### config.mk
export PLATFORM = sky130hd
export DESIGN_NAME = power_mode_wakeup_controller
export DESIGN_NICKNAME = d
export VERILOG_FILES = /design/src/power_mode_pkg.sv /design/src/power_mode_wakeup_controller.sv
export SDC_FILE = /design/constraint.sdc
export NUM_CORES = 1
export LEC_CHECK = 0
export BUFFER_PORTS_ARGS = -buffer_cell sky130_fd_sc_hd__buf_2
export CELL_PAD_IN_SITES_DETAIL_PLACEMENT = 1
export CELL_PAD_IN_SITES_GLOBAL_PLACEMENT = 1
export CORE_ASPECT_RATIO = 0.5
export CORE_UTILIZATION = 42
export CTS_BUF_LIST = sky130_fd_sc_hd__clkbuf_16
export DETAILED_ROUTE_END_ITERATION = 16
export GPL_TIMING_DRIVEN = 0
export PLACE_DENSITY = 0.8
export SYNTH_ARGS = -nofsm -noshare
export SYNTH_HDL_FRONTEND = slang
export SYNTH_SLANG_ARGS = --single-unit
### constraint.sdc
create_clock -name sys_clk_in -period 3.74 [get_ports sys_clk_in]
set_clock_uncertainty 0.05 [all_clocks]
set_input_delay 0.187 -clock sys_clk_in [delete_from_list [all_inputs] [get_ports sys_clk_in]]
set_output_delay 0.187 -clock sys_clk_in [all_outputs]
set_load 0.02 [all_outputs]
### src/power_mode_pkg.sv
// Package with register map, field layout, modes and timing for the power mode controller
package power_mode_pkg;

  // ----------------------------------------------------------------------------
  // Clock and timing
  // ----------------------------------------------------------------------------
  localparam int unsigned CLK_HZ          = 25_000_000;
  localparam int unsigned SLEEP_WAKE_NS   = 15_000;
  localparam int unsigned HIB_WAKE_MAX_NS = 100_000;
  localparam int unsigned BOOST_SW_HZ     = 400_000;
  localparam int unsigned NS_PER_S        = 1_000_000_000;
  localparam int unsigned SLEEP_WAKE_CYC  = (SLEEP_WAKE_NS * (CLK_HZ / 1_000_000) + 999) / 1000;
  localparam int unsigned HIB_WAKE_CYC    = (HIB_WAKE_MAX_NS / 2) * (CLK_HZ / 1_000_000) / 1000;
  localparam int unsigned BOOST_DIV_CYC   = CLK_HZ / BOOST_SW_HZ;
  localparam int unsigned CNT_W           = 12;

  // ----------------------------------------------------------------------------
  // Register map
  // ----------------------------------------------------------------------------
  localparam int unsigned ADDR_W = 8;
  localparam int unsigned DATA_W = 32;
  localparam logic [ADDR_W-1:0] ACT_TMPL_ADDR   = 8'h00;
  localparam logic [ADDR_W-1:0] ALT_TMPL_ADDR   = 8'h04;
  localparam logic [ADDR_W-1:0] MODE_REQ_ADDR   = 8'h08;
  localparam logic [ADDR_W-1:0] WAKE_EN_ADDR    = 8'h0c;
  localparam logic [ADDR_W-1:0] BOOST_CFG_ADDR  = 8'h10;
  localparam logic [ADDR_W-1:0] STATUS_ADDR     = 8'h14;
  localparam logic [ADDR_W-1:0] WAKE_CAUSE_ADDR = 8'h18;
  localparam logic [ADDR_W-1:0] TW_PERIOD_ADDR  = 8'h1c;

  // Subsystem template: bit 0 is the CPU
  localparam int unsigned SUBSYS_N = 8;
  localparam int unsigned CPU_BIT  = 0;
  localparam logic [SUBSYS_N-1:0] TMPL_RESET = 8'hff;

  // Wakeup sources
  localparam int unsigned WAKE_N     = 8;
  localparam int unsigned W_PERIPH   = 0;
  localparam int unsigned W_SUPV     = 1;
  localparam int unsigned W_TWHEEL   = 2;
  localparam int unsigned W_PIN      = 3;
  localparam int unsigned W_EXTERNAL_RESET_PIN     = 4;
  localparam int unsigned W_WDT      = 5;
  localparam int unsigned W_PRECISE_LOW_VOLTAGE_RESET     = 6;
  localparam logic [WAKE_N-1:0] WAKE_EN_RESET = 8'h7f;
  localparam logic [WAKE_N-1:0] RESET_WAKE_MASK = 8'h70;

  // Boost voltage code: 0 = 1.8 V, 32 = 5.0 V, 100 mV steps
  localparam int unsigned VCODE_W = 6;
  localparam logic [VCODE_W-1:0] VCODE_MAX   = 6'h20;
  localparam logic [VCODE_W-1:0] VCODE_RESET = 6'h0f;
  localparam int unsigned BOOST_STBY_BIT = 8;

  localparam logic [15:0] TW_PERIOD_RESET = 16'h00ff;

  // ----------------------------------------------------------------------------
  // Modes and states
  // ----------------------------------------------------------------------------
  typedef enum logic [1:0] {
    MODE_ACTIVE = 2'h0,
    MODE_ALT    = 2'h1,
    MODE_SLEEP  = 2'h2,
    MODE_HIB    = 2'h3
  } power_mode_e;

  typedef enum logic [2:0] {
    ST_ACTIVE   = 3'h0,
    ST_ENTER    = 3'h1,
    ST_LOWPOWER = 3'h3,
    ST_WAKE     = 3'h2
  } seq_state_e;

  typedef struct packed {
    logic              wr;
    logic              rd;
    logic [ADDR_W-1:0] addr;
    logic [DATA_W-1:0] wdata;
  } bus_req_s;

  typedef struct packed {
    logic [VCODE_W-1:0] vcode;
    logic               standby;
    logic               clk;
  } boost_ctl_s;

endpackage : power_mode_pkg

### src/power_mode_wakeup_controller.sv
// Global power mode sequencer with wakeup handling and boost regulator control
//
// The register addresses and the address-and-strobe port were chosen for this implementation.
`timescale 1ns/100ps

module power_mode_wakeup_controller (
  input  wire logic                                sys_clk_in,       // System clock
  input  wire logic                                rst_in,           // Sync reset, high
  input  wire power_mode_pkg::bus_req_s            bus_in,           // Register access
  output logic [power_mode_pkg::DATA_W-1:0]        rdata_out,        // Read data
  input  wire logic                                periph_irq_in,    // Peripheral interrupt
  input  wire logic                                supv_irq_in,      // Power supervisor irq
  input  wire logic                                pin_irq_in,       // Pin interrupt unit
  input  wire logic                                ext_reset_pin_in, // External reset, low
  input  wire logic                                wdt_reset_in,     // Watchdog reset
  input  wire logic                                precise_low_voltage_reset_reset_in,    // Precise LV reset
  output logic [power_mode_pkg::SUBSYS_N-1:0]      clk_en_out,       // Subsystem clock enables
  output logic [1:0]                               mode_out,         // Global power mode
  output logic                                     gpio_hold_out,    // Hold GPIO outputs
  output logic                                     wake_out,         // Wakeup pulse
  output power_mode_pkg::boost_ctl_s               boost_out         // Boost controls
);
  import power_mode_pkg::*;

  // ----------------------------------------------------------------------------
  // State
  // ----------------------------------------------------------------------------
  typedef struct packed {
    logic [2:0]          pin_sync;
    logic [2:0]          pin_meta;
    logic [SUBSYS_N-1:0] act_tmpl;
    logic [SUBSYS_N-1:0] alt_tmpl;
    logic                cpu_force;
    logic [WAKE_N-1:0]   wake_en;
    logic [WAKE_N-1:0]   wake_cause;
    logic [VCODE_W-1:0]  vcode;
    logic                boost_stby;
    logic [15:0]         tw_period;
    logic [15:0]         tw_cnt;
    logic [1:0]          mode;
    logic [1:0]          req_mode;
    seq_state_e          state;
    logic [CNT_W-1:0]    cnt;
    logic [7:0]          bdiv;
    logic                boost_clk;
    logic [DATA_W-1:0]   rdata;
    logic [SUBSYS_N-1:0] clk_en;
    logic                wake;
    logic                hold;
    logic                stby_eff;
  } state_s;

  state_s st_reg;
  state_s st_next;

  function automatic logic [CNT_W-1:0] cyc(input int unsigned n);
    cyc = CNT_W'(n - 1);
  endfunction : cyc

  logic [WAKE_N-1:0] src;
  logic [WAKE_N-1:0] hit_src;
  logic              tw_tick;
  logic              wake_hit;
  logic              ext_rst;
  logic              pin_irq;

  // ----------------------------------------------------------------------------
  // Next state
  // ----------------------------------------------------------------------------
  always_comb begin
    st_next = st_reg;
    st_next.wake = 1'b0;
    st_next.pin_meta = {ext_reset_pin_in, pin_irq_in, 1'b0};
    st_next.pin_sync = st_reg.pin_meta;
    pin_irq = st_reg.pin_sync[1];
    ext_rst = ~st_reg.pin_sync[2];

    // Timewheel periodic tick, runs in every mode but hibernate
    tw_tick = 1'b0;
    if (st_reg.mode != MODE_HIB) begin
      if (st_reg.tw_cnt >= st_reg.tw_period) begin
        st_next.tw_cnt = 16'h0000;
        tw_tick = 1'b1;
      end else begin
        st_next.tw_cnt = st_reg.tw_cnt + 16'h0001;
      end
    end

    src = '0;
    src[W_PERIPH] = periph_irq_in;
    src[W_SUPV]   = supv_irq_in;
    src[W_TWHEEL] = tw_tick;
    src[W_PIN]    = pin_irq;
    src[W_EXTERNAL_RESET_PIN]   = ext_rst;
    src[W_WDT]    = wdt_reset_in;
    src[W_PRECISE_LOW_VOLTAGE_RESET]   = precise_low_voltage_reset_reset_in;

    // Only sources allowed to wake in the current mode count as hits
    if (st_reg.mode == MODE_HIB) begin
      hit_src = src & (WAKE_N'(1) << W_PIN);
    end else begin
      hit_src = src & (st_reg.wake_en | RESET_WAKE_MASK);
    end
    wake_hit = |hit_src;

    // Boost switching enable from a fixed divider
    if (st_reg.bdiv == 8'(BOOST_DIV_CYC - 1)) begin
      st_next.bdiv = 8'h00;
      st_next.boost_clk = 1'b1;
    end else begin
      st_next.bdiv = st_reg.bdiv + 8'h01;
      st_next.boost_clk = 1'b0;
    end

    // Register writes
    if (bus_in.wr) begin
      case (bus_in.addr)
        ACT_TMPL_ADDR: begin
          st_next.act_tmpl = bus_in.wdata[SUBSYS_N-1:0];
          if (bus_in.wdata[CPU_BIT]) begin
            st_next.cpu_force = 1'b0;
          end
        end
        ALT_TMPL_ADDR:  st_next.alt_tmpl = bus_in.wdata[SUBSYS_N-1:0];
        MODE_REQ_ADDR: begin
          if (st_reg.state == ST_ACTIVE && bus_in.wdata[1:0] != MODE_ACTIVE) begin
            st_next.req_mode = bus_in.wdata[1:0];
            st_next.state = ST_ENTER;
          end
        end
        WAKE_EN_ADDR:   st_next.wake_en = bus_in.wdata[WAKE_N-1:0];
        BOOST_CFG_ADDR: begin
          if (bus_in.wdata[VCODE_W-1:0] <= VCODE_MAX) begin
            st_next.vcode = bus_in.wdata[VCODE_W-1:0];
          end
          st_next.boost_stby = bus_in.wdata[BOOST_STBY_BIT];
        end
        WAKE_CAUSE_ADDR: st_next.wake_cause = st_reg.wake_cause & ~bus_in.wdata[WAKE_N-1:0];
        TW_PERIOD_ADDR:  st_next.tw_period = bus_in.wdata[15:0];
        default: ;
      endcase
    end

    // Register reads, data in the following cycle
    st_next.rdata = '0;
    if (bus_in.rd) begin
      case (bus_in.addr)
        ACT_TMPL_ADDR:   st_next.rdata = DATA_W'(st_reg.act_tmpl);
        ALT_TMPL_ADDR:   st_next.rdata = DATA_W'(st_reg.alt_tmpl);
        MODE_REQ_ADDR:   st_next.rdata = DATA_W'(st_reg.req_mode);
        WAKE_EN_ADDR:    st_next.rdata = DATA_W'(st_reg.wake_en);
        BOOST_CFG_ADDR:  st_next.rdata = DATA_W'({st_reg.boost_stby, 2'b00, st_reg.vcode});
        STATUS_ADDR:     st_next.rdata = DATA_W'({st_reg.state, st_reg.mode});
        WAKE_CAUSE_ADDR: st_next.rdata = DATA_W'(st_reg.wake_cause);
        TW_PERIOD_ADDR:  st_next.rdata = DATA_W'(st_reg.tw_period);
        default:         st_next.rdata = '0;
      endcase
    end

    // Mode sequencer
    case (st_reg.state)
      ST_ACTIVE: begin
        if (wake_hit && st_reg.mode != MODE_ACTIVE) begin
          st_next.mode = MODE_ACTIVE;
          st_next.cpu_force = 1'b1;
          st_next.wake = 1'b1;
        end else if (wake_hit && !st_reg.act_tmpl[CPU_BIT]) begin
          st_next.cpu_force = 1'b1;
          st_next.wake = 1'b1;
        end
      end
      ST_ENTER: begin
        // Bus access has completed; commit the requested mode
        st_next.mode = st_reg.req_mode;
        st_next.state = (st_reg.req_mode == MODE_ALT) ? ST_ACTIVE : ST_LOWPOWER;
      end
      ST_LOWPOWER: begin
        if (wake_hit) begin
          st_next.state = ST_WAKE;
          st_next.cnt = (st_reg.mode == MODE_HIB) ? cyc(HIB_WAKE_CYC) : cyc(SLEEP_WAKE_CYC);
        end
      end
      ST_WAKE: begin
        if (st_reg.cnt == '0) begin
          st_next.state = ST_ACTIVE;
          st_next.mode = MODE_ACTIVE;
          st_next.cpu_force = 1'b1;
          st_next.wake = 1'b1;
        end else begin
          st_next.cnt = st_reg.cnt - CNT_W'(1);
        end
      end
      default: st_next.state = ST_ACTIVE;
    endcase

    // Sticky cause: set wins over clear
    if (wake_hit && (st_reg.state == ST_LOWPOWER || st_reg.mode != MODE_ACTIVE ||
                     !st_reg.act_tmpl[CPU_BIT])) begin
      st_next.wake_cause = st_next.wake_cause | hit_src;
    end

    // Clock gating from the template of the current mode
    case (st_next.mode)
      MODE_ACTIVE: st_next.clk_en = st_next.act_tmpl;
      MODE_ALT:    st_next.clk_en = st_next.alt_tmpl;
      default:     st_next.clk_en = '0;
    endcase
    if (st_next.cpu_force && st_next.mode == MODE_ACTIVE) begin
      st_next.clk_en[CPU_BIT] = 1'b1;
    end

    // Turn the CPU off in the cycle of its own disable write, overriding cpu_force for that cycle only
    if (bus_in.wr && bus_in.addr == ACT_TMPL_ADDR && !bus_in.wdata[CPU_BIT] &&
        st_reg.mode == MODE_ACTIVE && !st_next.wake) begin
      st_next.clk_en[CPU_BIT] = 1'b0;
    end

    if (st_reg.mode == MODE_HIB && st_next.boost_stby) begin
      st_next.boost_stby = 1'b0;
    end

    // Standby only honoured in sleep; hibernate clears the standby request
    st_next.hold     = (st_next.mode == MODE_HIB);
    st_next.stby_eff = st_next.boost_stby && st_next.mode == MODE_SLEEP;
  end

  // ----------------------------------------------------------------------------
  // Registers
  // ----------------------------------------------------------------------------
  always_ff @(posedge sys_clk_in) begin
    if (rst_in) begin
      st_reg <= '{
        pin_sync:   3'h4,
        pin_meta:   3'h4,
        act_tmpl:   TMPL_RESET,
        alt_tmpl:   TMPL_RESET,
        cpu_force:  1'b0,
        wake_en:    WAKE_EN_RESET,
        wake_cause: '0,
        vcode:      VCODE_RESET,
        boost_stby: 1'b0,
        tw_period:  TW_PERIOD_RESET,
        tw_cnt:     16'h0000,
        mode:       MODE_ACTIVE,
        req_mode:   MODE_ACTIVE,
        state:      ST_ACTIVE,
        cnt:        '0,
        bdiv:       8'h00,
        boost_clk:  1'b0,
        rdata:      '0,
        clk_en:     TMPL_RESET,
        wake:       1'b0,
        hold:       1'b0,
        stby_eff:   1'b0
      };
    end else begin
      st_reg <= st_next;
    end
  end

  // ----------------------------------------------------------------------------
  // Outputs
  // ----------------------------------------------------------------------------
  always_comb begin
    rdata_out     = st_reg.rdata;
    clk_en_out    = st_reg.clk_en;
    mode_out      = st_reg.mode;
    gpio_hold_out = st_reg.hold;
    wake_out      = st_reg.wake;
    boost_out.vcode = st_reg.vcode;
    boost_out.standby = st_reg.stby_eff;
    boost_out.clk = st_reg.boost_clk;
  end

endmodule : power_mode_wakeup_controller

==> impl_results.md <==
- Clock buffer depth: 2
- Number of I/O pins: just over 100
- Setup crit end kind: flip-flop
- Cell family with most CP delay: compound AO/OA/AOI/OAI gates
- H-tree levels: 4
- Post-CTS Setup Bufs: 0
- Share of layout cells above drive strength 1: a little under a fifth
- CP Class: reg2reg
- Crit path launch type: flip-flop
- DRC violations left: 0
- GP Congestion: slightly above 0.9
- Count of cell types in the netlist: 65
- Critical Path RT: ~4.0 ns
- Wirelength per Cell: between 15 and 20 um
- Dpl hpwl: ~14,000 um
- Max Slew Vio Count: 0
- Worst skew pair latency: between 0.4 and 0.5 ns
- CP max stage delay: between 0.4 and 0.5 ns
- CP max stage cell: clkbuf_1
- Worst Max-Slew Pin Slew: between 1 and 1.5 ns
- Cell chain of the critical path: ha_1, nor2b_1, o211a_1, o311ai_1, nand4_1, a211oi_2, clkbuf_1, o2111ai_1, a21oi_1, o31ai_4
- PortBufs: 64
- Post-synth top area share: 41.79%
- Most common cell after layout, fill and taps aside: dfxtp_1
- Number of flops mapped to enable cells by yosys: 0
- RSZ-0062 raised after global routing: false
- Final hold slack: between 0.02 and 0.03 ns
- PwrDens: between 400 and 500 mW/mm^2
- Fillers: between 1,500 and 2,000
- Gr ovfl total: 0
- Slew HR: between 30 and 40%
- Setup ws final: about 0.33 ns
- Global-route wire length before repair: 31,760 um
- Final period util: between 90% and 100%
- TritonRoute pass-1 iters: 7
- Post-Syn Area: between 0.006 and 0.007 sq mm
- Via/cell ratio: between 5 and 6
- Antenna violations before repair: 0
- WP buf/inv: 1
- CP arrival: about 3.7 ns
- Avg Inst Size Synth: 8.468 sq um
- Worst min path class: in2reg
- Area leader, netlist: dfxtp_1
- Chip height: slightly below 90 um
- Clock Sinks: ~130
- Number of synthesized register bits: ~130
- WL final: 20,360 um
- Largest net degree at the start of global routing: 17
- Sequential-to-total area share from yosys stat: 41.79%
- DIE WIDTH: between 150 and 200 um
- Number of global-route vias before repair: roughly 6,000
- Max reg flops: a little over 90
- Total power: around 3.6 mW
- CTS tree: done
- Vias: around 5,800
- Area grow syn2layout: 23.35%
- Finished Layout Cells: 1,063
- FFs w/ async S/R, synth: 0%
- Core area: approximately 0.015 sq mm
- Clock-pin transition on the worst setup and hold timing paths: 0.06 ns
- Fin crit period: 3.405 ns
- GRT Total Usage: 27.04%
- Cells after Synth: around 740
- Antenna viol nets, final: 0
- Dpl ws: ~0.34 ns
- Cell leakage power: about 3.4 nW
- Cell Rows: 31
- Nets@finish: slightly above 900
- Most frequent cells in the layout: dfxtp_1 (131), nand2_1 (113), nor2_1 (84)
- Starting density of the core: between 40 and 50%
- Number of max-cap violations: 0
- ANT cells: 0
- Setup violators final: 0
- Hold Vio Cnt, Final: 0
- Max VDD drop: ~340 uV
- Die Footprint: around 0.015 sq mm
- Placed instance count: approximately 1,000
- Fmax: between 0.2 and 0.3 GHz
- Number of DRC markers in iteration 0: 350
- TritonCTS Buffers: 17
- Crit Path Max Fanout: 10
- Ys Warns: 0
- Main synth FF type: dfxtp_1
- CTS Root Cell: clkbuf_16
- Status: completed
- Synth area leaders: dfxtp_1 (42%), nand2_1 (6.8%), buf_4 (6.0%)
- Setup TNS Final: 0 ns
==> logic make-up (layout without fill, tap and decap cells) <==
family / after synthesis / count (layout) / synth area share (%)
compound gates: 131 / 131 / 14.36
xor+xnor: 24 / 24 / 3.350
fa+ha+maj: 20 / 20 / 3.988
buf+inv: 109 / 217 / 9.651
flops: 131 / 131 / 41.79
mux: 30 / 30 / 5.703
other cells: 1 / 17 / 0.05976
simple gates: 295 / 295 / 21.10
==> worst reg2reg max path, cell delays in order (launching register included) <==
cell and delay [ns]:
dfxtp_1 0.45, ha_1 0.30, nor2b_1 0.15, o211a_1 0.20
o311ai_1 0.28, nand4_1 0.39, a211oi_2 0.42, clkbuf_1 0.47
o2111ai_1 0.21, a21oi_1 0.27, o31ai_4 0.09
==> cells in the mapped netlist, types with 2 or more instances <==
cell	count
xor2_1	17
nand3_1	22
o221ai_1	6
or2_2	4
nand4_1	8
or3_1	3
and3_1	15
a21oi_1	39
mux2_2	6
a21o_1	5
and2_1	14
o32ai_1	2
nor2_1	84
ha_1	20
o211ai_1	11
nand2_1	113
a31oi_1	6
inv_1	23
a311oi_1	2
o211a_1	2
nor2b_1	9
a32oi_1	3
a22oi_1	9
mux4_2	4
nand2b_1	3
nor3_1	13
o21ai_0	14
a2111oi_0	2
buf_4	50
a211oi_1	4
clkbuf_1	28
dfxtp_1	131
xnor2_1	7
a221oi_1	4
mux2i_1	20
o22ai_1	2
buf_1	5
o21a_1	4
==> metrics by stage <==
stage	utilization, %	area [sq um]
2_1_floorplan	-	6335
3_3_place_gp	47.59	6903
3_5_place_dp	47.59	6903
4_1_cts	53.32	7735
5_1_grt	53.36	7740
6_report	53.36	7740
==> path summary, 6_finish.rpt <==
| check | to | start | depth (start not counted) | slack (ns) |
|---|---|---|---|---|
| setup / recovery | clk_en_out[0] | st_reg[72] | 10 | 0.33 |
| setup reg to reg | clk_en_out[0] | st_reg[72] | 10 | 0.33 |
| hold reg to reg | st_reg[148] | st_next[148] | 1 | 0.36 |
| hold / removal | st_reg[110] | periph_irq_in | 3 | 0.03 |
==> power by group <==
group	switching, mW	internal, mW
clock	0.650	1.38
combinational	0.109	0.0613
sequential	0.00982	1.40
total	0.769	2.85
==> per-layer routing <==
metal	vias up	GRT usage [%]	wire, um
met5	-	0	0
met4	0	10.51	489
met3	34	6.486	1244
met2	166	46.97	9595
met1	2880	33.02	9031
li1	2718	-	-
==> cell type report <==
class	count	area [sq um]	share of cell area, %
plain buffers	85	515.5	6.660
clock buffers	17	425.4	5.496
clock inverters	15	286.5	3.702
inverters	24	90.09	1.164
multi-input cells	517	3112	40.20
flip-flops and latches	131	2623	33.88
well taps	198	247.7	3.201
repair buffers	76	440.4	5.690
==> what timing repair did <==
action                                 4_1_cts  5_1_grt
hold buffers                                12        0
setup endpoints to repair                    0        3
gates resized for setup                      0        1
endpoints found under the hold margin       12        0
Note: power is estimated with default switching activity, not from simulation.
